--- config.mk ---
export PLATFORM = sky130hd
export DESIGN_NAME = acc_mem_exchange_exec
export DESIGN_NICKNAME = d
export VERILOG_FILES = /design/src/acc_mem_exchange_pkg.sv /design/src/acc_mem_exchange_exec.sv
export VERILOG_INCLUDE_DIRS = /design/src /design/src/src
export SDC_FILE = /design/constraint.sdc
export NUM_CORES = 1
export LEC_CHECK = 0
export ABC_CLOCK_PERIOD_IN_PS = 5150
export BUFFER_PORTS_ARGS = -buffer_cell sky130_fd_sc_hd__buf_2
export CORE_MARGIN = 2
export CORE_UTILIZATION = 48
export DETAILED_ROUTE_END_ITERATION = 8
export PLACE_DENSITY = 0.81
export SETUP_SLACK_MARGIN = 0.4
export SYNTH_ARGS = -nofsm -noshare
export SYNTH_HDL_FRONTEND = slang
export SYNTH_SLANG_ARGS = --single-unit
--- constraint.sdc ---
create_clock -name clk -period 5.15 [get_ports clk]
set_clock_uncertainty 0.1 [all_clocks]
set_input_delay 1.03 -clock clk [delete_from_list [all_inputs] [get_ports clk]]
set_output_delay 1.03 -clock clk [all_outputs]
set_load 0.02 [all_outputs]
--- src/acc_mem_exchange_defines.svh ---
`ifndef ACC_MEM_EXCHANGE_DEFINES_SVH
`define ACC_MEM_EXCHANGE_DEFINES_SVH

`define OPC_SWAP 6'h2d
`define OPC_SWAP_DEC 6'h2f
`define OPC_SWAP_INC 6'h2e
`define OPC_WD_RESTART 10'h2a0
`define OPC_WD_DISABLE 10'h29c
`define NIBBLE_RESET 4'h0
`define BIT_RESET 1'b0
`define ROW_WRAP_LOW 4'h0
`define ROW_WRAP_HIGH 4'hf

`endif

--- src/acc_mem_exchange_pkg.sv ---
package acc_mem_exchange_pkg;
    typedef enum logic [2:0] {
        op_none_type = 3'b000,
        op_swap_type = 3'b001,
        op_swap_dec_type = 3'b010,
        op_swap_inc_type = 3'b011,
        op_wd_restart_type = 3'b100
    } op_kind_type;

    typedef struct packed {
        logic [3:0] acc;
        logic [3:0] column;
        logic [3:0] row;
    } core_regs_type;

    typedef struct packed {
        logic we;
        logic [3:0] wdata;
    } mem_write_type;
endpackage

--- src/acc_mem_exchange_exec.sv ---
// What this block does
// - restart instruction clears the watchdog overflow flag, except when an overflow set arrives in the same cycle.
// - restart skips next instruction when overflow flag was set beforehand.
// - restart directly after disable instruction stops the watchdog.
// - plain swap decoded from upper six bits 101101, low four immediate.
// - decrementing swap decoded from upper six bits 101111.
// - incrementing swap decoded from upper six bits 101110.
// - swaps exchange accumulator with memory word at data pointer.
// - swaps XOR the immediate into the column register.
// - decrementing swap lowers row by one, wrapping modulo sixteen.
// - decrementing swap skips next when new row equals 15.
// - incrementing swap raises row by one, wrapping modulo sixteen.
// - incrementing swap skips next when new row equals 0.
`timescale 1ns/1ns
`include "acc_mem_exchange_defines.svh"

module acc_mem_exchange_exec (
    input wire logic clk,
    input wire logic rstn,
    input wire logic instr_valid,
    input wire logic [9:0] instr,
    input wire logic [3:0] mem_rdata,
    input wire logic watchdog_overflow_set,
    output acc_mem_exchange_pkg::core_regs_type regs,
    output acc_mem_exchange_pkg::mem_write_type mem_wr,
    output logic watchdog_overflow_flag,
    output logic watchdog_stop,
    output logic skip_next
);
    acc_mem_exchange_pkg::op_kind_type kind;
    logic [3:0] imm;
    logic executing;
    logic is_swap;
    logic is_dec;
    logic is_inc;
    logic is_restart;
    logic is_disable;
    logic prev_was_disable;
    logic next_prev_was_disable;
    logic [3:0] next_acc;
    logic [3:0] next_column;
    logic [3:0] next_row;
    logic next_skip;
    logic next_flag;
    logic next_stop;

    // restart is matched on all ten bits since it carries no operand
    function automatic acc_mem_exchange_pkg::op_kind_type decode(input logic [9:0] w);
        logic [5:0] op;
        op = w[9:4];
        if (op == `OPC_SWAP) begin
            decode = acc_mem_exchange_pkg::op_swap_type;
        end else if (op == `OPC_SWAP_DEC) begin
            decode = acc_mem_exchange_pkg::op_swap_dec_type;
        end else if (op == `OPC_SWAP_INC) begin
            decode = acc_mem_exchange_pkg::op_swap_inc_type;
        end else if (w == `OPC_WD_RESTART) begin
            decode = acc_mem_exchange_pkg::op_wd_restart_type;
        end else begin
            decode = acc_mem_exchange_pkg::op_none_type;
        end
    endfunction

    function automatic logic swap_kind(input acc_mem_exchange_pkg::op_kind_type k);
        swap_kind = (k == acc_mem_exchange_pkg::op_swap_type)
            || (k == acc_mem_exchange_pkg::op_swap_dec_type)
            || (k == acc_mem_exchange_pkg::op_swap_inc_type);
    endfunction

    // four-bit arithmetic wraps by itself: 0 - 1 gives 15, 15 + 1 gives 0
    function automatic logic [3:0] row_step(input logic [3:0] r, input logic up);
        if (up) begin
            row_step = r + 4'h1;
        end else begin
            row_step = r - 4'h1;
        end
    endfunction

    function automatic logic row_wrapped(input logic [3:0] r, input logic up);
        if (up) begin
            row_wrapped = (r == `ROW_WRAP_LOW);
        end else begin
            row_wrapped = (r == `ROW_WRAP_HIGH);
        end
    endfunction

    // a skipped word is fetched but discarded
    assign executing = instr_valid && !skip_next;
    assign kind = executing ? decode(instr) : acc_mem_exchange_pkg::op_none_type;
    assign is_swap = swap_kind(kind);
    assign is_dec = (kind == acc_mem_exchange_pkg::op_swap_dec_type);
    assign is_inc = (kind == acc_mem_exchange_pkg::op_swap_inc_type);
    assign is_restart = (kind == acc_mem_exchange_pkg::op_wd_restart_type);
    assign is_disable = executing && (instr == `OPC_WD_DISABLE);
    assign imm = instr[3:0];

    always_comb begin
        next_acc = regs.acc;
        if (is_swap) begin
            next_acc = mem_rdata;
        end
    end

    always_comb begin
        next_column = regs.column;
        if (is_swap) begin
            next_column = regs.column ^ imm;
        end
    end

    always_comb begin
        next_row = regs.row;
        if (is_dec) begin
            next_row = row_step(regs.row, 1'b0);
        end else if (is_inc) begin
            next_row = row_step(regs.row, 1'b1);
        end
    end

    // memory write is combinational so the RAM captures it on the same edge
    always_comb begin
        mem_wr.we = is_swap;
        mem_wr.wdata = regs.acc;
    end

    // row test looks at the stepped value, flag test at the value before clearing
    always_comb begin
        next_skip = skip_next;
        if (instr_valid) begin
            unique case (kind)
                acc_mem_exchange_pkg::op_swap_dec_type: begin
                    next_skip = row_wrapped(next_row, 1'b0);
                end
                acc_mem_exchange_pkg::op_swap_inc_type: begin
                    next_skip = row_wrapped(next_row, 1'b1);
                end
                acc_mem_exchange_pkg::op_wd_restart_type: begin
                    next_skip = watchdog_overflow_flag;
                end
                acc_mem_exchange_pkg::op_swap_type: begin
                    next_skip = 1'b0;
                end
                acc_mem_exchange_pkg::op_none_type: begin
                    next_skip = 1'b0;
                end
                default: begin
                    next_skip = 1'b0;
                end
            endcase
        end
    end

    // hardware set wins over the restart clear
    always_comb begin
        next_flag = watchdog_overflow_flag;
        if (watchdog_overflow_set) begin
            next_flag = 1'b1;
        end else if (is_restart) begin
            next_flag = 1'b0;
        end
    end

    // gaps in valid keep the tracking; any other word in between breaks it
    always_comb begin
        next_prev_was_disable = prev_was_disable;
        if (instr_valid) begin
            next_prev_was_disable = is_disable;
        end
    end

    // sticky until reset; the watchdog cannot be restarted by software
    always_comb begin
        next_stop = watchdog_stop;
        if (is_restart && prev_was_disable) begin
            next_stop = 1'b1;
        end
    end

    // one edge moves all three nibbles, so a swap never shows half done
    always_ff @(posedge clk or negedge rstn) begin
        if (!rstn) begin
            regs.acc <= `NIBBLE_RESET;
            regs.column <= `NIBBLE_RESET;
            regs.row <= `NIBBLE_RESET;
        end else begin
            regs.acc <= next_acc;
            regs.column <= next_column;
            regs.row <= next_row;
        end
    end

    always_ff @(posedge clk or negedge rstn) begin
        if (!rstn) begin
            skip_next <= `BIT_RESET;
        end else begin
            skip_next <= next_skip;
        end
    end

    always_ff @(posedge clk or negedge rstn) begin
        if (!rstn) begin
            watchdog_overflow_flag <= `BIT_RESET;
        end else begin
            watchdog_overflow_flag <= next_flag;
        end
    end

    always_ff @(posedge clk or negedge rstn) begin
        if (!rstn) begin
            prev_was_disable <= `BIT_RESET;
        end else begin
            prev_was_disable <= next_prev_was_disable;
        end
    end

    always_ff @(posedge clk or negedge rstn) begin
        if (!rstn) begin
            watchdog_stop <= `BIT_RESET;
        end else begin
            watchdog_stop <= next_stop;
        end
    end
endmodule // acc_mem_exchange_exec

# Yosys cells after proc, flatten, opt, wreduce, memory -nomap -nowiden
# Cells that the tools add are included.
# Widths: inputs -> output; s select.
[classes]
n_addsub = 2
n_mux = 10
bitwise_logic = 1
n_reduce_logical = 8
eq_ne = 10
[op_table]
columns = ["cell", "n"]
rows = [
  ["$eq 10x10->1 const B", 2],
  ["$eq 6x6->1 const B", 3],
  ["$mux 3", 5],
  ["$mux 4", 2],
  ["$eq 3x2->1 const B", 2],
  ["$add 4x1->4 const B", 1],
  ["$eq 4x4->1 const B", 1],
  ["$logic_not 4->1", 1],
  ["$sub 4x1->4 const B", 1],
  ["$xor 4x4->4", 1],
  ["$eq 3x1->1 const B", 1],
  ["$eq 3x3->1 const B", 1],
  ["$logic_and 1x1->1", 3],
  ["$pmux 1 s3", 1],
  ["$logic_or 1x1->1", 2],
  ["$mux 1", 2],
  ["$reduce_bool 2->1", 1],
  ["$logic_not 1->1", 1],
]
[word_totals]
ff_bits = 16
in_bits = 18

# Depth between registers and ports, before layout
[depth]
ltp_word = 11
ltp_mapped = 6
ltp_nobuf = 6

# Least setup slack after synthesis
# Ideal clock, no wire load.
[synth_timing]
path_kind = "input-to-output"
startpoint = "in instr[8]"
endpoint = "out mem_wr[4] (netlist name)"
cell_stages = 5
setup_slack_ns = 1.881
arrival_ns = 2.139
path_buffers = 2
cell_sequence = "or4bb_1 > nor2_1 > o21a_1 > buf_2 > buf_4"
[synth_via]
elab_chain_len = 9
elab_cells_between_ends = 14
[synth_lines]
columns = ["item", "line_no", "text"]
rows = [
  ["from (decl)", "acc_mem_exchange_exec.sv:21", "input wire logic [9:0] instr,"],
  ["$eq 10x10->1 (no line)", "-", ""],
  ["$mux 3", "acc_mem_exchange_exec.sv:57", "end else if (w == `OPC_WD_RESTART) begin"],
  ["$mux 3", "acc_mem_exchange_exec.sv:55", "end else if (op == `OPC_SWAP_INC) begin"],
  ["$mux 3", "acc_mem_exchange_exec.sv:53", "end else if (op == `OPC_SWAP_DEC) begin"],
  ["$mux 3 (*)", "acc_mem_exchange_exec.sv:51", "if (op == `OPC_SWAP) begin"],
  ["$mux 3 (*)", "acc_mem_exchange_exec.sv:89", "assign kind = executing ? decode(instr) : acc_mem_exchange_pkg::op_none_type;"],
  ["$eq 3x1->1 / $eq 3x2->1 (equally long branches)", "acc_mem_exchange_exec.sv:65, acc_mem_exchange_exec.sv:66", ""],
  ["$logic_or 1x1->1", "acc_mem_exchange_exec.sv:66", "|| (k == acc_mem_exchange_pkg::op_swap_dec_type)"],
  ["$logic_or 1x1->1 (*)", "acc_mem_exchange_exec.sv:67", "|| (k == acc_mem_exchange_pkg::op_swap_inc_type);"],
  ["to (decl)", "acc_mem_exchange_exec.sv:25", "output acc_mem_exchange_pkg::mem_write_type mem_wr,"],
]
# Every way passes the cells marked *; elsewhere a longest branch is shown, timed or not.

==> impl_metrics.sql <==
INSERT INTO impl_metrics (metric_group, metric, value, unit) VALUES
('power_and_ir_drop', 'share_comb_of_total_power', '0.389', ''),
('timing', 'max_slew_margin', '0.772', ''),
('critical_path', 'setup.reg_to_reg.worst_slack', '3.10', 'ns'),
('layout', 'area_delta_synth_final', '22.4', '%'),
('floorplanning', 'design.die.area', '2110', 'sq um'),
('clocking', 'clock_tree.root_cell', 'sky130_fd_sc_hd__clkbuf_4', ''),
('routing', 'via_count', '637', ''),
('critical_path', 'timing.critical_path.from_type', 'input port', ''),
('yosys', 'synth.net_count', '94', ''),
('yosys', 'synth_area', '842', 'sq um'),
('min_path', 'capture_endpoint_of_the_worst_hold_path', 'watchdog_stop', ''),
('clocking', 'tritoncts_buffers', '3', ''),
('timing', 'timing.hold.ws', '0.366', 'ns'),
('place', 'hpwl', '1260', 'um'),
('clocking', 'tritoncts', 'yes', ''),
('clocking', 'cts_max_path_buffers', '2', ''),
('yosys', 'commonest_cells_in_the_netlist', 'sky130_fd_sc_hd__dfrtp_1 (16), sky130_fd_sc_hd__nand2_1 (6), sky130_fd_sc_hd__buf_4 (5), sky130_fd_sc_hd__xnor2_1 (5)', ''),
('critical_path', 'worstPathRequired', '4.02', 'ns'),
('flow_run', 'drv_cap', '0', ''),
('layout', 'number_of_nets_in_the_layout', '129', ''),
('routing', 'detail_route.wl_per_cell', '12.2', 'um'),
('floorplanning', 'die-width', '45.9', 'um'),
('layout', 'postLayoutCoreUtil', '0.610', ''),
('status', 'outcome', 'finished clean', ''),
('power_and_ir_drop', 'power.density_cell_area', '419', 'nW/um^2'),
('critical_path', 'reg2reg_depth', '4', ''),
('yosys', 'syn-mean-instance-area', '11.4', 'sq um'),
('routing', 'first_iteration_detailed_routing_drc_count', '2', ''),
('yosys', 'synth_enable_flop_cells', '0', ''),
('place', 'globalplace.congestion', '0.794', ''),
('clocking', 'ctsHoldBuffers', '0', ''),
('timing', 'slew_violations', '0', ''),
('yosys', 'yosys.cell_types.count', '31', ''),
('global_routing', 'antenna_found_initial', '0', ''),
('global_routing', 'track_usage', '0.170', ''),
('clocking', 'clock_sink_count', '16', ''),
('yosys', 'post-synth-top-count-cell', 'sky130_fd_sc_hd__dfrtp_1', ''),
('global_routing', 'global_route_wire_length_before_repair', '2460', 'um'),
('yosys', 'synth-seq-cells', '16', ''),
('global_routing', 'first_global_vias', '587', ''),
('yosys', 'proportion_of_synthesized_chip_area_in_sequential_cells', '0.475', ''),
('routing', 'antenna_violating_nets_post_route', '0', ''),
('timing', 'timing.setup.tns', '0', 'ns'),
('power_and_ir_drop', 'p_int', '267', 'uW'),
('critical_path', 'worst-path-max-fanout', '9', ''),
('yosys', 'synth_top_area_share', '0.475', ''),
('clocking', 'cts.repair_timing.setup_buffer_count', '0', ''),
('floorplanning', 'placementRows', '15', ''),
('power_and_ir_drop', 'max-vdd-ir-drop', '0.000261', 'V'),
('place', 'dpl.cell_count', '121', ''),
('yosys', 'synth.top_cells.by_area', 'sky130_fd_sc_hd__dfrtp_1 (48%), sky130_fd_sc_hd__mux2_2 (5.3%), sky130_fd_sc_hd__xnor2_1 (5.2%)', ''),
('power_and_ir_drop', 'switchingPower', '165', 'uW'),
('min_path', 'min-delay-path-class', 'reg -> reg', ''),
('power_and_ir_drop', 'switching_share', '0.381', ''),
('layout', 'drive_above_1_share', '0.463', ''),
('timing', 'total_setup_violations_reported_at_the_end_of_the_flow', '0', ''),
('power_and_ir_drop', 'total_leakage_power', '0.553', 'nW'),
('yosys', 'leading_area_contributor_after_synthesis', 'sky130_fd_sc_hd__dfrtp_1', ''),
('global_routing', 'grt_overflow_total', '0', ''),
('power_and_ir_drop', 'power.share.sequential', '0.422', ''),
('critical_path', 'critical_path.reg2reg.startpoint', 'skip_next', ''),
('yosys', 'asr_flop_ratio_synth', '1.00', ''),
('clocking', 'cts_htree_levels', '1', ''),
('timing', 'final_period_minus_worst_setup_slack', '3.51', 'ns'),
('clocking', 'cts.clk_slew.worst_paths', '0.09', 'ns'),
('critical_path', 'cp-end-kind', 'output port', ''),
('timing', 'timing.final.crit_share', '0.681', ''),
('floorplanning', 'initial_utilization', '0.499', ''),
('routing', 'first_pass_iters', '4', ''),
('timing', 'timing_hold_violations_final', '0', ''),
('yosys', 'synth.yosys.warnings', '0', '');
## logic make-up after synthesis
family / count (synthesis) / synth area share
AOI/OAI and AO/OA: 8 / 0.0743
xor gates and xnor gates: 10 / 0.113
adders and majority gates: 2 / 0.0297
buffers and inverters: 11 / 0.0817
DFF: 16 / 0.475
muxes: 6 / 0.0773
and+or+nand+nor: 21 / 0.149
## metrics by stage
step	instance area [sq um]	worst slack, ns
2_1_floorplan	842	1.88
3_3_place_gp	995	1.66
3_5_place_dp	995	1.61
4_1_cts	1030	1.61
5_1_grt	1030	1.54
6_report	1030	1.64
## worst max-delay path by stage
| stage | from | to | slack (ns) |
|---|---|---|---|
| floorplan | instr[8] | mem_wr[4] | 1.88 |
| global placement | instr[8] | mem_wr[4] | 1.66 |
| CTS | instr[8] | mem_wr[4] | 1.61 |
| detailed placement | instr[8] | mem_wr[4] | 1.61 |
| global route | instr[8] | mem_wr[4] | 1.54 |
| finish | instr[8] | mem_wr[4] | 1.64 |
## power by group through the flow
stage / clock network, mW / registers [mW] / logic, mW
CTS: 0.0839 / 0.183 / 0.171
detailed placement: 0 / 0.185 / 0.170
global placement: 0 / 0.183 / 0.166
floorplan: 0 / 0.220 / 0.0855
finish: 0.0815 / 0.182 / 0.168
global route: 0.0903 / 0.187 / 0.183
## registers in the layout, indices dropped and copies added (netlist names)
| signal | count |
|---|---|
| prev_was_disable | 1 |
| watchdog_overflow_flag | 1 |
| watchdog_stop | 1 |
| regs | 8 |
| mem_wr | 4 |
| skip_next | 1 |
## metal layers
| layer | up-vias | share of wire | global-route usage |
|---|---|---|---|
| li1 | 314 | - | - |
| met1 | 305 | 0.40 | 0.190 |
| met2 | 14 | 0.52 | 0.300 |
| met3 | 4 | 0.043 | 0.0238 |
| met4 | 0 | 0.032 | 0.103 |
| met5 | - | 0 | 0 |
## critical path, cell delays in order
cell and delay (ns):
sky130_fd_sc_hd__buf_2 0.09, sky130_fd_sc_hd__or4bb_1 0.54, sky130_fd_sc_hd__nor2_1 0.17, sky130_fd_sc_hd__o21a_1 0.32, sky130_fd_sc_hd__buf_2 0.23
## cell usage in the layout (no fill, tap or decap), drive strengths merged
cell type / Yosys / routed
o21ai: 1 / 1
mux2: 4 / 4
mux2i: 2 / 2
ha: 2 / 2
nand2: 6 / 6
o21a: 1 / 1
a21o: 1 / 1
nor2b: 1 / 1
inv: 4 / 4
a211oi: 1 / 1
nor2: 3 / 3
o21bai: 1 / 1
clkbuf: 0 / 4
a21oi: 2 / 2
or4bb: 1 / 1
nand4b: 1 / 1
and4b: 1 / 1
nor4: 1 / 1
buf: 7 / 37
and3: 2 / 2
nor4b: 1 / 1
nand3: 2 / 2
nor3: 1 / 1
xnor2: 5 / 5
dfrtp: 16 / 16
o31ai: 1 / 1
xor2: 5 / 5
or4b: 1 / 1
## area by class of cell
cell class,instances,share of cell area
Clock buffer,4,0.0352
Inverter,4,0.0146
Multi-Input combinational cell,47,0.362
Sequential cell,16,0.388
Tap cell,17,0.0206
Timing Repair Buffer,37,0.180
Power figures use the tool's default switching activity.
